### config.mk
export PLATFORM = sky130hd
export DESIGN_NAME = fsv_special
export DESIGN_NICKNAME = d
export VERILOG_FILES = /design/src/rtl/fsv_pkg.sv /design/src/rtl/fsv_special.sv
export VERILOG_INCLUDE_DIRS = /design/src /design/src/rtl
export SDC_FILE = /design/constraint.sdc
export NUM_CORES = 1
export LEC_CHECK = 0
export BUFFER_PORTS_ARGS = -buffer_cell sky130_fd_sc_hd__buf_2
export CAP_MARGIN = 30
export CORE_AREA = 5 5 201 203
export DETAILED_ROUTE_END_ITERATION = 16
export DIE_AREA = 0 0 206 208
export HOLD_SLACK_MARGIN = 0.05
export SYNTH_ARGS = -nofsm -noshare
export SYNTH_HDL_FRONTEND = slang
export SYNTH_SLANG_ARGS = --single-unit
### constraint.sdc
create_clock -name pclk -period 2.9 [get_ports pclk]
set_clock_uncertainty 0.05 [all_clocks]
set_input_delay 0 -clock pclk [delete_from_list [all_inputs] [get_ports pclk]]
set_output_delay 0 -clock pclk [all_outputs]
set_load 0.005 [all_outputs]
### src/rtl/fsv_consts.svh
// Offsets, field positions, reset values for the special-value unit
`ifndef FSV_CONSTS_SVH
`define FSV_CONSTS_SVH

// Register byte offsets on APB
`define FSV_OFS_STATUS   8'h00
`define FSV_OFS_OPA      8'h04
`define FSV_OFS_OPB      8'h08
`define FSV_OFS_RAW      8'h0C
`define FSV_OFS_CMD      8'h10
`define FSV_OFS_RESULT   8'h14
`define FSV_OFS_HOST     8'h18
`define FSV_OFS_EXC      8'h1C

// Status/control field positions
`define FSV_BIT_IOC      0
`define FSV_BIT_UFC      3
`define FSV_BIT_IXC      4
`define FSV_BIT_IOE      8
`define FSV_TRAP_LO      8
`define FSV_TRAP_HI      12
`define FSV_BIT_IDC      15
`define FSV_BIT_FZ       24
`define FSV_BIT_DN       25
`define FSV_CC_LO        28
`define FSV_CC_HI        31

// Writable bits of the status/control register
`define FSV_STATUS_MASK  32'hF3009F19
`define FSV_STATUS_RST   32'h00000000

// Command word fields
`define FSV_CMD_TINY     4
`define FSV_CMD_INX      5

// Single-precision special values
`define FSV_DEF_NAN      32'h7FC00000
`define FSV_EXP_ONES     8'hFF

// Condition codes N Z C V
`define FSV_CC_LT        4'h8
`define FSV_CC_EQ        4'h6
`define FSV_CC_GT        4'h2
`define FSV_CC_UN        4'h3

`endif

### src/rtl/fsv_pkg.sv
// Types shared by the special-value unit
package fsv_pkg;
  typedef enum logic [2:0] {
    FSV_OP_XFER  = 3'h0,
    FSV_OP_COPY  = 3'h1,
    FSV_OP_ABS   = 3'h2,
    FSV_OP_NEG   = 3'h3,
    FSV_OP_ARITH = 3'h4,
    FSV_OP_CMP   = 3'h5,
    FSV_OP_CMPE  = 3'h6,
    FSV_OP_FLAGS = 3'h7
  } fsv_op_t;
endpackage

### src/rtl/fsv_special.sv
// Special-value and exception-flag unit with APB register access
//
// Operation
// - Non-fast NaN arithmetic bounces to support code
// - Transfers move NaNs untouched, no flags
// - Copy, abs, negate alter only sign
// - Fast mode: signaling NaN arithmetic sets invalid
// - Fast mode NaN arithmetic returns default NaN
// - Compares write codes; flags op copies out
// - Numeric compares give less, equal, greater
// - Compare signaling NaN: unordered, invalid, trap when bit 8 set
// - Compare quiet NaN: unordered, no invalid
// - Signal compare: any NaN raises invalid
// - Tininess after rounding, subnormalization loss
// - Flush mode: tiny result becomes plus zero
// - Non-flush tiny risk bounces; else inexact only
// - Exceptional op pends; next op enters handling
// - Entry keeps sources, destination unwritten
// - No intermediate result written; handler may write destination
// - Flush mode follows status bit 24
// - Flush mode zeroes subnormal arithmetic inputs
// - Exceptions from flushed zero signal normally
// - Input flush and result flush flags
// - Default NaN enable bit 25, reset 0
// - Default NaN mode returns default NaN only in fast mode
// - Transfers and sign ops keep NaN payload
// - Default NaN is 7FC00000
// - Fast mode needs flush, default NaN, no traps
// - Top fraction bit 0 signaling, 1 quiet
// - Underflow flag sticky until software write
`include "fsv_consts.svh"
`timescale 1ns/100ps
`default_nettype none

module fsv_special (
  input  wire logic        pclk,
  input  wire logic        presetn,
  input  wire logic        psel,
  input  wire logic        penable,
  input  wire logic        pwrite,
  input  wire logic [7:0]  paddr,
  input  wire logic [31:0] pwdata,
  output logic      [31:0] prdata,
  output logic             pready,
  output logic             pslverr,
  output logic             exc_pending,
  output logic      [3:0]  host_status_flags
);
  import fsv_pkg::*;

  logic [31:0] status_reg;
  logic [31:0] opa_reg;
  logic [31:0] opb_reg;
  logic [31:0] raw_reg;
  logic [31:0] result_reg;
  logic [3:0]  host_reg;
  logic        pend_reg;
  logic        entered_reg;
  logic [31:0] status_next;
  logic [31:0] prdata_next;

  // Bus decode; the slave never stalls, so every access ends at once
  wire acc      = psel & penable;
  wire wr       = acc & pwrite;
  wire rd       = acc & ~pwrite;
  wire hit_stat = (paddr == `FSV_OFS_STATUS);
  wire hit_opa  = (paddr == `FSV_OFS_OPA);
  wire hit_opb  = (paddr == `FSV_OFS_OPB);
  wire hit_raw  = (paddr == `FSV_OFS_RAW);
  wire hit_cmd  = (paddr == `FSV_OFS_CMD);
  wire hit_res  = (paddr == `FSV_OFS_RESULT);
  wire hit_host = (paddr == `FSV_OFS_HOST);
  wire hit_exc  = (paddr == `FSV_OFS_EXC);
  wire mapped   = hit_stat | hit_opa | hit_opb | hit_raw | hit_cmd |
                  hit_res | hit_host | hit_exc;
  wire issue    = wr & hit_cmd;

  // Mode bits
  wire fz_mode  = status_reg[`FSV_BIT_FZ];
  wire dn_mode  = status_reg[`FSV_BIT_DN];
  wire no_traps = ~|status_reg[`FSV_TRAP_HI:`FSV_TRAP_LO];
  wire fast     = fz_mode & dn_mode & no_traps;
  wire invalid_op_trap_enable      = status_reg[`FSV_BIT_IOE];

  // Operand classes; top fraction bit tells quiet from signaling
  wire a_exp1  = (opa_reg[30:23] == `FSV_EXP_ONES);
  wire b_exp1  = (opb_reg[30:23] == `FSV_EXP_ONES);
  wire a_nan   = a_exp1 & (|opa_reg[22:0]);
  wire b_nan   = b_exp1 & (|opb_reg[22:0]);
  wire a_snan  = a_nan & ~opa_reg[22];
  wire b_snan  = b_nan & ~opb_reg[22];
  wire any_nan = a_nan | b_nan;
  wire any_sn  = a_snan | b_snan;
  wire a_sub   = (opa_reg[30:23] == 8'h00) & (|opa_reg[22:0]);
  wire b_sub   = (opb_reg[30:23] == 8'h00) & (|opb_reg[22:0]);

  // Command fields
  wire [2:0] op_bits = pwdata[2:0];
  wire       tiny    = pwdata[`FSV_CMD_TINY];
  wire       inx     = pwdata[`FSV_CMD_INX];
  fsv_op_t   op;
  assign op = fsv_op_t'(op_bits);

  // Numeric compare on magnitudes; both zeros of either sign are equal
  wire both_zero = ~|opa_reg[30:0] & ~|opb_reg[30:0];
  wire same_bits = (opa_reg == opb_reg);
  wire mag_lt    = (opa_reg[30:0] < opb_reg[30:0]);
  wire mag_gt    = (opa_reg[30:0] > opb_reg[30:0]);
  wire num_lt    = (opa_reg[31] != opb_reg[31]) ? opa_reg[31] :
                   (opa_reg[31] ? mag_gt : mag_lt);
  wire [3:0] num_cc = (both_zero | same_bits) ? `FSV_CC_EQ :
                      (num_lt ? `FSV_CC_LT : `FSV_CC_GT);

  // Per-op outcome of one issued instruction
  logic        ex_res_we;
  logic [31:0] ex_res;
  logic        ex_cc_we;
  logic [3:0]  ex_cc;
  logic        ex_ioc;
  logic        ex_ufc;
  logic        ex_idc;
  logic        ex_ixc;
  logic        ex_bounce;
  logic        ex_host_we;

  // Dispatch; flush mode only reaches the arithmetic class
  always_comb begin
    ex_res_we  = 1'b0;
    ex_res     = opa_reg;
    ex_cc_we   = 1'b0;
    ex_cc      = num_cc;
    ex_ioc     = 1'b0;
    ex_ufc     = 1'b0;
    ex_idc     = 1'b0;
    ex_ixc     = 1'b0;
    ex_bounce  = 1'b0;
    ex_host_we = 1'b0;
    unique case (op)
      FSV_OP_XFER: begin
        ex_res_we = 1'b1;
        ex_res    = opa_reg;
      end
      FSV_OP_COPY: begin
        ex_res_we = 1'b1;
        ex_res    = opa_reg;
      end
      FSV_OP_ABS: begin
        ex_res_we = 1'b1;
        ex_res    = {1'b0, opa_reg[30:0]};
      end
      FSV_OP_NEG: begin
        ex_res_we = 1'b1;
        ex_res    = {~opa_reg[31], opa_reg[30:0]};
      end
      FSV_OP_ARITH: begin
        // Tiny flag comes from the rounder, judged after rounding
        ex_idc = fz_mode & (a_sub | b_sub);
        if (any_nan & ~fast) begin
          ex_bounce = 1'b1;
        end else if (any_nan) begin
          ex_res_we = 1'b1;
          ex_res    = `FSV_DEF_NAN;
          ex_ioc    = any_sn;
        end else if (tiny & fz_mode) begin
          ex_res_we = 1'b1;
          ex_res    = 32'h00000000;
          ex_ufc    = 1'b1;
        end else if (tiny) begin
          ex_bounce = 1'b1;
        end else begin
          // Raw result already reflects zeroed inputs and their flags
          ex_res_we = 1'b1;
          ex_res    = raw_reg;
          ex_ixc    = inx;
        end
      end
      FSV_OP_CMP: begin
        ex_cc_we  = 1'b1;
        ex_cc     = any_nan ? `FSV_CC_UN : num_cc;
        ex_ioc    = any_sn;
        ex_bounce = any_sn & invalid_op_trap_enable;
      end
      FSV_OP_CMPE: begin
        ex_cc_we  = 1'b1;
        ex_cc     = any_nan ? `FSV_CC_UN : num_cc;
        ex_ioc    = any_nan;
        ex_bounce = any_nan & invalid_op_trap_enable;
      end
      FSV_OP_FLAGS: begin
        ex_host_we = 1'b1;
      end
    endcase
  end

  // An op issued while pending starts handling instead of running
  wire run   = issue & ~pend_reg;
  wire enter = issue & pend_reg;
  wire st_we = wr & hit_stat;

  // Sticky flags: the software write lands first, events OR on top,
  // so an event in the clearing cycle is kept
  always_comb begin
    status_next = status_reg;
    if (st_we) begin
      status_next = pwdata & `FSV_STATUS_MASK;
    end
    if (run) begin
      status_next[`FSV_BIT_IOC] = status_next[`FSV_BIT_IOC] | ex_ioc;
      status_next[`FSV_BIT_UFC] = status_next[`FSV_BIT_UFC] | ex_ufc;
      status_next[`FSV_BIT_IDC] = status_next[`FSV_BIT_IDC] | ex_idc;
      status_next[`FSV_BIT_IXC] = status_next[`FSV_BIT_IXC] | ex_ixc;
      if (ex_cc_we) begin
        status_next[`FSV_CC_HI:`FSV_CC_LO] = ex_cc;
      end
    end
  end

  always_ff @(posedge pclk or negedge presetn) begin
    if (!presetn) begin
      status_reg <= `FSV_STATUS_RST;
    end else begin
      status_reg <= status_next;
    end
  end

  // Operand and raw-result holders; never touched by exception entry
  always_ff @(posedge pclk or negedge presetn) begin
    if (!presetn) begin
      opa_reg <= 32'h00000000;
      opb_reg <= 32'h00000000;
      raw_reg <= 32'h00000000;
    end else begin
      if (wr & hit_opa) opa_reg <= pwdata;
      if (wr & hit_opb) opb_reg <= pwdata;
      if (wr & hit_raw) raw_reg <= pwdata;
    end
  end

  // Destination: a bounced op leaves it; handler may write it directly
  wire res_load = run & ex_res_we & ~ex_bounce;
  always_ff @(posedge pclk or negedge presetn) begin
    if (!presetn) begin
      result_reg <= 32'h00000000;
    end else if (wr & hit_res) begin
      result_reg <= pwdata;
    end else if (res_load) begin
      result_reg <= ex_res;
    end
  end

  // Pending state and entry marker
  always_ff @(posedge pclk or negedge presetn) begin
    if (!presetn) begin
      pend_reg    <= 1'b0;
      entered_reg <= 1'b0;
      host_reg    <= 4'h0;
    end else begin
      if (run & ex_bounce) pend_reg <= 1'b1;
      else if (enter) pend_reg <= 1'b0;
      if (enter) entered_reg <= 1'b1;
      else if (wr & hit_exc) entered_reg <= 1'b0;
      if (run & ex_host_we) begin
        host_reg <= status_reg[`FSV_CC_HI:`FSV_CC_LO];
      end
    end
  end

  // Read mux, registered so data outputs come from flip-flops
  assign prdata_next =
      hit_stat ? status_reg :
      hit_opa  ? opa_reg :
      hit_opb  ? opb_reg :
      hit_raw  ? raw_reg :
      hit_res  ? result_reg :
      hit_host ? {28'h0000000, host_reg} :
      hit_exc  ? {30'h00000000, entered_reg, pend_reg} :
      32'h00000000;

  always_ff @(posedge pclk or negedge presetn) begin
    if (!presetn) begin
      prdata <= 32'h00000000;
    end else if (psel & ~penable & ~pwrite) begin
      prdata <= prdata_next;
    end
  end

  // Fixed zero-wait answer; unmapped addresses error
  assign pready            = 1'b1;
  assign pslverr           = acc & ~mapped;
  assign exc_pending       = pend_reg;
  assign host_status_flags = host_reg;

  wire unused_rd = rd;

  wire issue_ok = run & ~st_we;
endmodule

`default_nettype wire

==> summary.md, run 1 <==
| Metric | Value |
|---|---|
| Syn Area/Cell | `roughly 10 sq um` |
| Reg clk slew, reported paths | `around 70 ps` |
| Vias in the first global route | `8,231` |
| P_leak | `~5.3 nW` |
| Setup CP Type | `reg2reg` |
| Initial DRC Count | `950` |
| Startpoint types | `flop` |
| Clk Latency, worst-skew pair | `between 400 and 500 ps` |
| Row cnt | `slightly above 70` |
| Top_reg_cell synth | `dfrtp_1` |
| Status | `completed` |
| Aggregate routed wire length | `31.8 mm` |
| #FFs+latches synth | `between 150 and 200` |
| DP Worst Slack | `between 200 and 250 ps` |
| Post-DP HPWL | `between 20 and 25 mm` |
| Layout area overhead | `22.4%` |
| Pre-antenna DRT Iters | `7` |
| RSZ-0062 raised after global routing | `false` |
| Mapped Area | `between 9000 and 10,000 sq um` |
| Pwr/cell area | `~490 nW/um^2` |
| Least-Margin Pin Slew | `824 ps` |
| Core region area | `38,300 sq um` |
| Area of the multi-input gates | `~4600 sq um` |
| Synth Instances | `about 920` |
| Seq. cell area | `between 4000 and 5000 sq um` |
| Residual DRC count | `0` |
| Worst Path Max Fanout | `5` |
| Cell Area, Placed | `approximately 11,000 sq um` |
| Post-synth EDFFs | `0` |
| Count of cell types in the netlist | `just over 60` |
| Final hold violations | `0` |
| CTS tree | `yes` |
| Worst setup EP type | `flop` |
| DIE WIDTH | `approximately 210 um` |
| Total of max-cap violations | `0` |
| Num CTS Buffers | `17` |
| Util after Layout | `between 30% and 40%` |
| Data arrival time of the critical path | `roughly 3000 ps` |
| GR Overflow Total | `0` |
| Post-route minimum period | `roughly 2700 ps` |
| Final slew viol count | `0` |
| Peak Freq | `0.370 GHz` |
| Yosys warnings | `0` |
| Antenna fix cells | `0` |
| Die height | `~210 um` |
| Hold WC Path Type | `in2reg` |
| PnR worst setup slack | `between 150 and 200 ps` |
| Final Wtd Congestion | `around 0.86` |
| CTS Sinks | `between 150 and 200` |
| First-pass GRT wire length | `roughly 50 mm` |
| Final period utilization | `just over 90%` |
| Largest net degree at the start of global routing | `96` |
| Vias/cell | `between 5 and 6` |
| Cells along the critical path | `nor4_1, nand4_1, o21ai_2, nand2_1, a41o_1, o221a_2, a221o_1` |
| Deepest clock path buffer count | `2` |
| Max_slew headroom | `a little under half` |
| Fin nets | `around 1,100` |
| Worst path max stage delay | `roughly 460 ps` |
| Root Driver | `clkbuf_16` |
| IO Pins | `84` |
| H-tree levels | `4` |
| Initial antenna violation count | `1` |
| GRT Total Usage | `14.9%` |
| CP max-delay cell | `nor4_1` |
| Port Buffers | `around 80` |
| Setup tns final | `0 ps` |
| DRT antenna net count | `0` |
| Post-synthesis sequential area ratio | `around 48%` |
| Req. time, crit path | `3160 ps` |
| Starting Density | `24.8%` |
| Synthesized net count | `998` |
| Via count | `8,151` |
| Ys async rst share | `between 90% and 100%` |
| Layout cell share with drive strength beyond 1 | `23.7%` |
| Fillers | `between 3,000 and 4,000` |
| Full die area | `about 43,000 sq um` |
| Max VDD drop | `~0.32 mV` |
| WL/cell | `a little over 20 um` |
| Setup-failing EPs final | `0` |
| Final instance area | `approximately 12,000 sq um` |
==> worst paths after layout <==
check / from / to / slack, ps / depth (start not counted)
worst min register to register: status_reg[4] / status_reg[4] / 470 / 2
worst min-delay path: pwrite / prdata[4] / 70 / 5
worst max register to register: opa_reg[17] / result_reg[23] / 200 / 7
max in group asynchronous: presetn / opb_reg[30] / 1850 / 3
min in group asynchronous: presetn / prdata[6] / 180 / 2
worst max-delay path: opa_reg[17] / result_reg[23] / 200 / 7
==> Yosys cell counts, drive strengths merged, types with 3 or more instances <==
master | count | area [sq um]
nor4 | 19 | 125
mux2 | 77 | 867
a22o | 4 | 35.0
and2 | 5 | 31.3
nor2 | 71 | 282
a221oi | 8 | 70.1
a211oi | 4 | 30.0
a221o | 39 | 390
a22oi | 24 | 180
nor2b | 7 | 43.8
nand4 | 17 | 106
nand2 | 97 | 367
a21o | 8 | 60.1
and3 | 7 | 43.8
nand2b | 5 | 31.3
o21a | 3 | 22.5
a21oi | 26 | 130
nand3 | 18 | 108
a222oi | 16 | 160
o221a | 4 | 45.0
ha | 31 | 388
clkbuf | 35 | 131
a31oi | 24 | 150
o31a | 3 | 26.3
inv | 37 | 139
o21ai | 78 | 409
mux2i | 14 | 140
dfrtp | 181 | 4530
nor3 | 9 | 45.0
buf | 24 | 151
==> per-layer routing <==
layer,track usage [%],part of all wire [%],vias up
met3,3.16,7.3,45
met4,4.50,2.2,2
met1,20.4,44,4087
met2,23.5,46,342
met5,0,0.041,-
li1,-,-,3675
==> timing repair <==
action | CTS | global route
buffers inserted | 0 | 0
setup endpoints to repair | 0 | 5
hold endpoints to repair | 231 | 0
gates resized for setup | 0 | 1
hold buffers | 37 | 0
==> worst max-delay path, delay by kind of cell, from the launching register on <==
kind / cells / cell delay, ps
AO/OA/AOI/OAI: 4 / 1210
AND/OR/NAND/NOR: 3 / 920
flip-flops: 1 / 420
==> power by group <==
group / switching (mW) / internal (mW) / leakage (nW)
clock: 1.02 / 1.35 / 0.275
combinational: 0.339 / 0.233 / 2.74
sequential: 0.0720 / 2.63 / 2.30
==> final cells by class <==
type                    instances  share of cell area [%]
clock buffers                  22                    4.08
flip-flops and latches        181                    39.0
clock inverters                10                    1.03
well taps                     518                    5.58
repair buffers                155                    9.88
multi-input cells             645                    39.3
inverters                      37                    1.20
==> layout by cell type, fill, tap and decap left out, drive strengths merged, types with 3 or more instances in the layout <==
cell type and count:
nor3 9, mux2 77, a22o 4, o31a 3
o21ai 78, clkbuf 23, dfrtp 181, nor4 19
a221o 39, mux2i 14, o21a 3, nor2b 7
and2 5, nand2 97, a31oi 24, a21o 8
ha 31, and3 7, inv 39, a221oi 8
nand2b 5, nor2 71, o221a 4, a22oi 24
buf 117, dlygate4sd3 37, a222oi 16, nand4 17
nand3 18, a21oi 26, a211oi 4, clkinvlp 5
==> kinds of logic after synthesis <==
kind of cell / share of synthesized area [%]
simple gates: 13.4
buf+inv: 4.44
xor+xnor: 0.185
fa+ha+maj: 4.09
flops: 47.7
compound gates: 19.5
other cells: 0.0395
mux: 10.6
==> per-stage QoR <==
step	hold slack, ps	total power, mW	cells
final	65.8	5.64	1568
after floorplan	-346	2.97	922
after global routing	82.6	5.87	1568
after CTS	64.0	5.69	1568
after global placement	103	3.28	1499
after detailed placement	102	3.29	1499
No activity file was read; power rests on OpenSTA's default activity.
==> inputs of run 2 (changes only) <==
--- a/config.mk
+++ b/config.mk
@@ -8,10 +8,13 @@
 export LEC_CHECK = 0
 export BUFFER_PORTS_ARGS = -buffer_cell sky130_fd_sc_hd__buf_2
 export CAP_MARGIN = 30
+export CELL_PAD_IN_SITES_DETAIL_PLACEMENT = 2
+export CELL_PAD_IN_SITES_GLOBAL_PLACEMENT = 2
 export CORE_AREA = 5 5 201 203
 export DETAILED_ROUTE_END_ITERATION = 16
 export DIE_AREA = 0 0 206 208
 export HOLD_SLACK_MARGIN = 0.05
+export PLACE_DENSITY_LB_ADDON = 0.1
 export SYNTH_ARGS = -nofsm -noshare
 export SYNTH_HDL_FRONTEND = slang
 export SYNTH_SLANG_ARGS = --single-unit
==> run 2 against run 1 <==
Non-clock buffer count increased by 22. Sequential share of layout area decreased by 0.46 points. Largest cell class unchanged. Wire length increased by 26%. First-iteration DRC count decreased by 58%.
==> summary.md, run 2 (same netlist as run 1, synthesis figures left out) <==
| Metric | Value |
|---|---|
| Status | `completed` |
| Peak Freq | `0.367 GHz (-0.78%)` |
| Initial antenna violation count | `0 (-1)` |
| Clk Latency, worst-skew pair | `450 ps (+20 ps)` |
| Aggregate routed wire length | `40.1 mm (+26%)` |
| Final hold violations | `0 (unchanged)` |
| Cells along the critical path | `nor4_1, nand2_1, o21ai_2, buf_4, nand2_1, a41o_1, o221a_2, a221o_1` |
| Core region area | `38,300 sq um (unchanged)` |
| Max VDD drop | `0.399 mV (+23%)` |
| Initial DRC Count | `401 (-58%)` |
| Largest net degree at the start of global routing | `81 (-16%)` |
| Residual DRC count | `0 (unchanged)` |
| Row cnt | `72 (unchanged)` |
| Vias in the first global route | `9,131 (+11%)` |
| Commonest non-fill, non-tap cell in the layout | `dfrtp_1` |
| First-pass GRT wire length | `61.0 mm (+23%)` |
| H-tree levels | `4 (unchanged)` |
| DRT antenna net count | `0 (unchanged)` |
| Via count | `8,187 (+0.44%)` |
| Starting Density | `24.8% (unchanged)` |
| Req. time, crit path | `3180 ps (+20 ps)` |
| Layout cell share with drive strength beyond 1 | `24.9% (+1.2 points)` |
| Pre-antenna DRT Iters | `6 (-1)` |
| Final period utilization | `94.0% (+0.73 points)` |
| Startpoint types | `flop` |
| Max_slew headroom | `44.1% (-0.97 points)` |
| CTS tree | `yes` |
| Most frequent cells in the layout | `dfrtp_1, nand2_1, buf_2, mux2_2, o21ai_0` |
| Root Driver | `clkbuf_16` |
| Post-DP HPWL | `27.9 mm (+26%)` |
| Setup CP Type | `reg2reg` |
| Worst setup EP type | `flop` |
| Power, Total | `5.73 mW (+1.7%)` |
| RSZ-0062 raised after global routing | `false` |
| Fin nets | `1,135 (+2.0%)` |
| Setup tns final | `0 ps (unchanged)` |
| Post-route minimum period | `2730 ps (+21.3 ps)` |
| Final slew viol count | `0 (unchanged)` |
| CTS Sinks | `181 (unchanged)` |
| GR Overflow Total | `0 (unchanged)` |
| Worst path max stage delay | `460 ps (about the same)` |
| Least-Margin Pin Slew | `831 ps (+6.86 ps)` |
| CP most frequent cell | `nand2_1` |
| Deepest clock path buffer count | `2 (unchanged)` |
| IO Pins | `84 (unchanged)` |
| PnR worst setup slack | `175 ps (-21.3 ps)` |
| Vias/cell | `5.15 (-0.89%)` |
| Data arrival time of the critical path | `3010 ps (+50 ps)` |
| Antenna fix cells | `0 (unchanged)` |
| Final Wtd Congestion | `0.775 (-10%)` |
| Reg clk slew, reported paths | `70 ps (about the same)` |
| Hold WC Path Type | `in2reg` |
| Full die area | `42,800 sq um (unchanged)` |
| Placed cells | `1,521 (+1.5%)` |
| Min Hold Slack | `69.1 ps (+3.38 ps)` |
| Die height | `208 um (unchanged)` |
| Num CTS Buffers | `17 (unchanged)` |
| Total of max-cap violations | `0 (unchanged)` |
| Layout area overhead | `23.9%` |
| WL/cell | `25.2 um (+24%)` |
| Finished Layout Cells | `1,589 (+1.3%)` |
| Pwr/cell area | `488 nW/um^2 (+0.47%)` |
| Port Buffers | `82 (unchanged)` |
| CP max-delay cell | `dfrtp_1` |
| Worst Path Max Fanout | `5 (unchanged)` |
| DIE WIDTH | `206 um (unchanged)` |
| Setup-failing EPs final | `0 (unchanged)` |
| P_leak | `5.42 nW (+1.9%)` |
| GRT Total Usage | `19.0% (+4.1 points)` |
| DP Worst Slack | `103 ps (-97.0 ps)` |
## run 2: timing repair
item	in CTS	in global routing
buffers inserted	0	0
gates resized for setup	0	2
endpoints found under the setup margin	0	4
hold buffers	37	0
hold endpoints to repair	213	0
## run 2: power by group
part / internal (mW) / switching [mW] / leakage, nW
registers: 2.63 / 0.0773 / 2.30
clock network: 1.36 / 1.09 / 0.268
logic: 0.242 / 0.345 / 2.85
## run 2: stage by stage
stage	instance area (sq um)	util, %
floorplan	9490	-
global placement	10800	28.2
detailed placement	10800	28.2
CTS	11700	30.7
global route	11800	30.7
finish	11800	30.7
## run 2: final cells by class
type	instances	area, sq um
fillers	4225	26500
multi-input cells	645	4570
flip-flops and latches	181	4530
repair buffers	177	1300
well taps	518	648
clock buffers	23	448
inverters	37	139
clock inverters	8	126
## run 2: final timing paths
kind	cells after the start	start	slack (ps)	end
hold reg to reg	1	prdata[3]	450	prdata[3]
hold / removal	4	pwrite	70	prdata[8]
min in group asynchronous	2	presetn	110	opb_reg[6]
setup / recovery	8	opa_reg[9]	170	result_reg[26]
setup reg to reg	8	opa_reg[9]	170	result_reg[26]
max in group asynchronous	3	presetn	1820	opb_reg[27]
## run 2: critical path, delay by kind of cell (launching register included)
| family | cells | cell delay [ps] |
|---|---|---|
| flip-flops | 1 | 460 |
| AO/OA/AOI/OAI | 4 | 1190 |
| buffers and inverters | 1 | 170 |
| AND/OR/NAND/NOR | 3 | 740 |
## run 2: metal layers
| layer | part of all wire, % | GRT usage (%) |
|---|---|---|
| met1 | 47 | 26.0 |
| met4 | 1.8 | 4.93 |
| met3 | 2.2 | 2.27 |
| met2 | 49 | 31.8 |
| met5 | 0 | 0 |
==> inputs of run 3 (changes only) <==
--- a/config.mk
+++ b/config.mk
@@ -15,6 +15,7 @@
 export DIE_AREA = 0 0 206 208
 export HOLD_SLACK_MARGIN = 0.05
 export PLACE_DENSITY_LB_ADDON = 0.1
+export REMOVE_ABC_BUFFERS = 1
 export SYNTH_ARGS = -nofsm -noshare
 export SYNTH_HDL_FRONTEND = slang
 export SYNTH_SLANG_ARGS = --single-unit
==> constraint.sdc (replaced) <==
create_clock -name pclk -period 2.7 [get_ports pclk]
set_clock_uncertainty 0.05 [all_clocks]
set_input_delay 0 -clock pclk [delete_from_list [all_inputs] [get_ports pclk]]
set_output_delay 0 -clock pclk [all_outputs]
set_load 0.005 [all_outputs]
==> run 3 against run 2 <==
Worst hold slack gained 7.8 ps. Fmax increased by 4.7%. First-iteration DRC count down 8.2%. Via count up 0.92%. Critical path depth increased by 1. Total power up 7.4%.
==> summary.md, run 3 (same netlist as run 1, synthesis figures left out) <==
| Metric | Value |
|---|---|
| Pre-antenna DRT Iters | `6 (unchanged)` |
| Area of the multi-input gates | `4580 sq um (+0.33%)` |
| H-tree levels | `4 (unchanged)` |
| CP max-delay cell | `dfrtp_1` |
| Num CTS Buffers | `17 (unchanged)` |
| Hold endpoint | `prdata[29]` |
| Core region area | `38,300 sq um (unchanged)` |
| IO Pins | `84 (unchanged)` |
| P_leak | `5.58 nW (+2.9%)` |
| Clk Latency, worst-skew pair | `460 ps (about the same)` |
| Setup-failing EPs final | `0 (unchanged)` |
| GRT Total Usage | `18.8% (-0.24 points)` |
| Max VDD drop | `0.468 mV (+17%)` |
| Residual DRC count | `0 (unchanged)` |
| Commonest non-fill, non-tap cell in the layout | `dfrtp_1` |
| Worst path max stage delay | `410 ps (-50 ps)` |
| Root Driver | `clkbuf_16` |
| Fin nets | `1,164 (+2.6%)` |
| Max_slew headroom | `61.9% (+18 points)` |
| Most frequent cells in the layout | `dfrtp_1, nand2_1, buf_2, buf_4, mux2_2` |
| Final slew viol count | `0 (unchanged)` |
| Deepest clock path buffer count | `2 (unchanged)` |
| Die height | `208 um (unchanged)` |
| CP top delay family | `compound AO/OA/AOI/OAI gates` |
| CP most frequent cell | `buf_4` |
| Row cnt | `72 (unchanged)` |
| Vias/cell | `5.10 (-0.95%)` |
| WL/cell | `24.5 um (-2.7%)` |
| DRT antenna net count | `0 (unchanged)` |
| Hold Path Stages | `4 (unchanged)` |
| Initial DRC Count | `368 (-8.2%)` |
| Worst R2R Setup Slack | `100 ps (-80 ps)` |
| Startpoint types | `flop` |
| GR Overflow Total | `0 (unchanged)` |
| Hold path start | `pwrite` |
| Least-Margin Pin Slew | `571 ps (-259 ps)` |
| CTS Sinks | `181 (unchanged)` |
| Layout area overhead | `26.5%` |
| Cell Area, Placed | `11,000 sq um (+1.9%)` |
| Via count | `8,262 (+0.92%)` |
| Setup CP Type | `reg2reg` |
| Total of max-cap violations | `0 (unchanged)` |
| Largest net degree at the start of global routing | `57 (-30%)` |
| Full die area | `42,800 sq um (unchanged)` |
| Seq. cell area | `4530 sq um (about the same)` |
| First-pass GRT wire length | `60.5 mm (-0.72%)` |
| Data arrival time of the critical path | `2890 ps (-120 ps)` |
| Final instance area | `12,000 sq um (+2.1%)` |
| Reg clk slew, reported paths | `70 ps (about the same)` |
| Port Buffers | `82 (unchanged)` |
| Peak Freq | `0.384 GHz (+4.7%)` |
| Starting Density | `24.8% (unchanged)` |
| Post-DP HPWL | `28.5 mm (+2.2%)` |
| Post-route minimum period | `2600 ps (-122 ps)` |
| Layout cell share with drive strength beyond 1 | `27.8% (+2.9 points)` |
| Final hold violations | `0 (unchanged)` |
| Util after Layout | `31.4% (+0.65 points)` |
| Pwr/cell area | `513 nW/um^2 (+5.1%)` |
| R2R Path Start | `opb_reg[27]` |
| Antenna fix cells | `0 (unchanged)` |
| Req. time, crit path | `2990 ps (-190 ps)` |
| Worst Path Max Fanout | `4 (-1)` |
| Min Hold Slack | `76.9 ps (+7.80 ps)` |
| FF-to-FF End | `result_reg[26]` |
| Fillers | `4,162 (-1.5%)` |
| Cells along the critical path | `nand4_1, nor2_1, o21a_1, buf_4, nor4_4, buf_4, a41o_2, o221a_2, a221o_1` |
| Final Wtd Congestion | `0.778 (+0.36%)` |
| Setup tns final | `0 ps (unchanged)` |
| Worst R2R Path Depth | `9 (+1)` |
| Final period utilization | `96.4% (+2.4 points)` |
| Initial antenna violation count | `1 (+1)` |
| Power, Total | `6.16 mW (+7.4%)` |
| Status | `completed` |
| CTS tree | `yes` |
| Hold WC Path Type | `in2reg` |
| Vias in the first global route | `9,242 (+1.2%)` |
| Worst setup EP type | `flop` |
| DIE WIDTH | `206 um (unchanged)` |
| Aggregate routed wire length | `39.7 mm (-0.90%)` |
| Worst path bufs/invs | `2 (+1)` |
[run 3: changes by cell type in the layout (fill, tap and decap cells not counted), moves of 2 or more]
cell,previous run,this run
buf_4,52,79
nand2_1,96,94
inv_6,1,3
clkinvlp_4,3,1
clkbuf_1,6,2
nand2_2,1,3
clkinv_2,1,5
[run 3: area by class of cell]
class                      count  area share [%]
sequential                   181            37.7
clock buffer                  20            3.72
clock inverter                12            1.06
tap                          518            5.40
timing repair buffer         206            12.8
inverter                      37            1.16
multi-input combinational    645            38.2
[run 3: repair_timing]
action	in CTS	in global routing
buffers inserted	2	0
hold buffers	38	0
gates resized for setup	1	6
endpoints found under the hold margin	322	0
endpoints found under the setup margin	26	33
pin swaps	2	0
[run 3: worst max-delay path by stage]
stage / startpoint / end / depth (start not counted)
2_1_floorplan: penable / prdata[3] / 2
3_3_place_gp: opb_reg[7] / result_reg[27] / 10
3_5_place_dp: opb_reg[7] / result_reg[26] / 10
4_1_cts: opa_reg[1] / result_reg[21] / 8
5_1_grt: opa_reg[15] / result_reg[7] / 8
6_report: opb_reg[27] / result_reg[26] / 9
[run 3: metal layers]
layer  vias up  part of all wire [%]  GRT usage, %
li1       3784                     -             -
met1      4327                    47          25.9
met2       118                    49          31.4
met3        33                   2.1          2.12
met4         0                   1.6          4.59
met5         -                     0             0
[run 3: worst register-to-register path, cell delays in order (launching register included)]
cell	delay [ps]
dfrtp_1	410
nand4_1	170
nor2_1	380
o21a_1	280
buf_4	160
nor4_4	40
buf_4	160
a41o_2	290
o221a_2	280
a221o_1	260
[run 3: power by group]
group / total [mW] / switching (mW) / internal [mW]
Combinational: 0.661 / 0.385 / 0.277
Sequential: 2.90 / 0.0787 / 2.82
Clock: 2.60 / 1.20 / 1.39
Total: 6.16 / 1.67 / 4.49
[run 3: stage by stage]
step           worst slack [ps]  instances
2_1_floorplan             -1380        863
3_3_place_gp               -210       1547
3_5_place_dp               -144       1547
4_1_cts                    4.76       1619
5_1_grt                   -33.3       1619
6_report                   96.9       1619
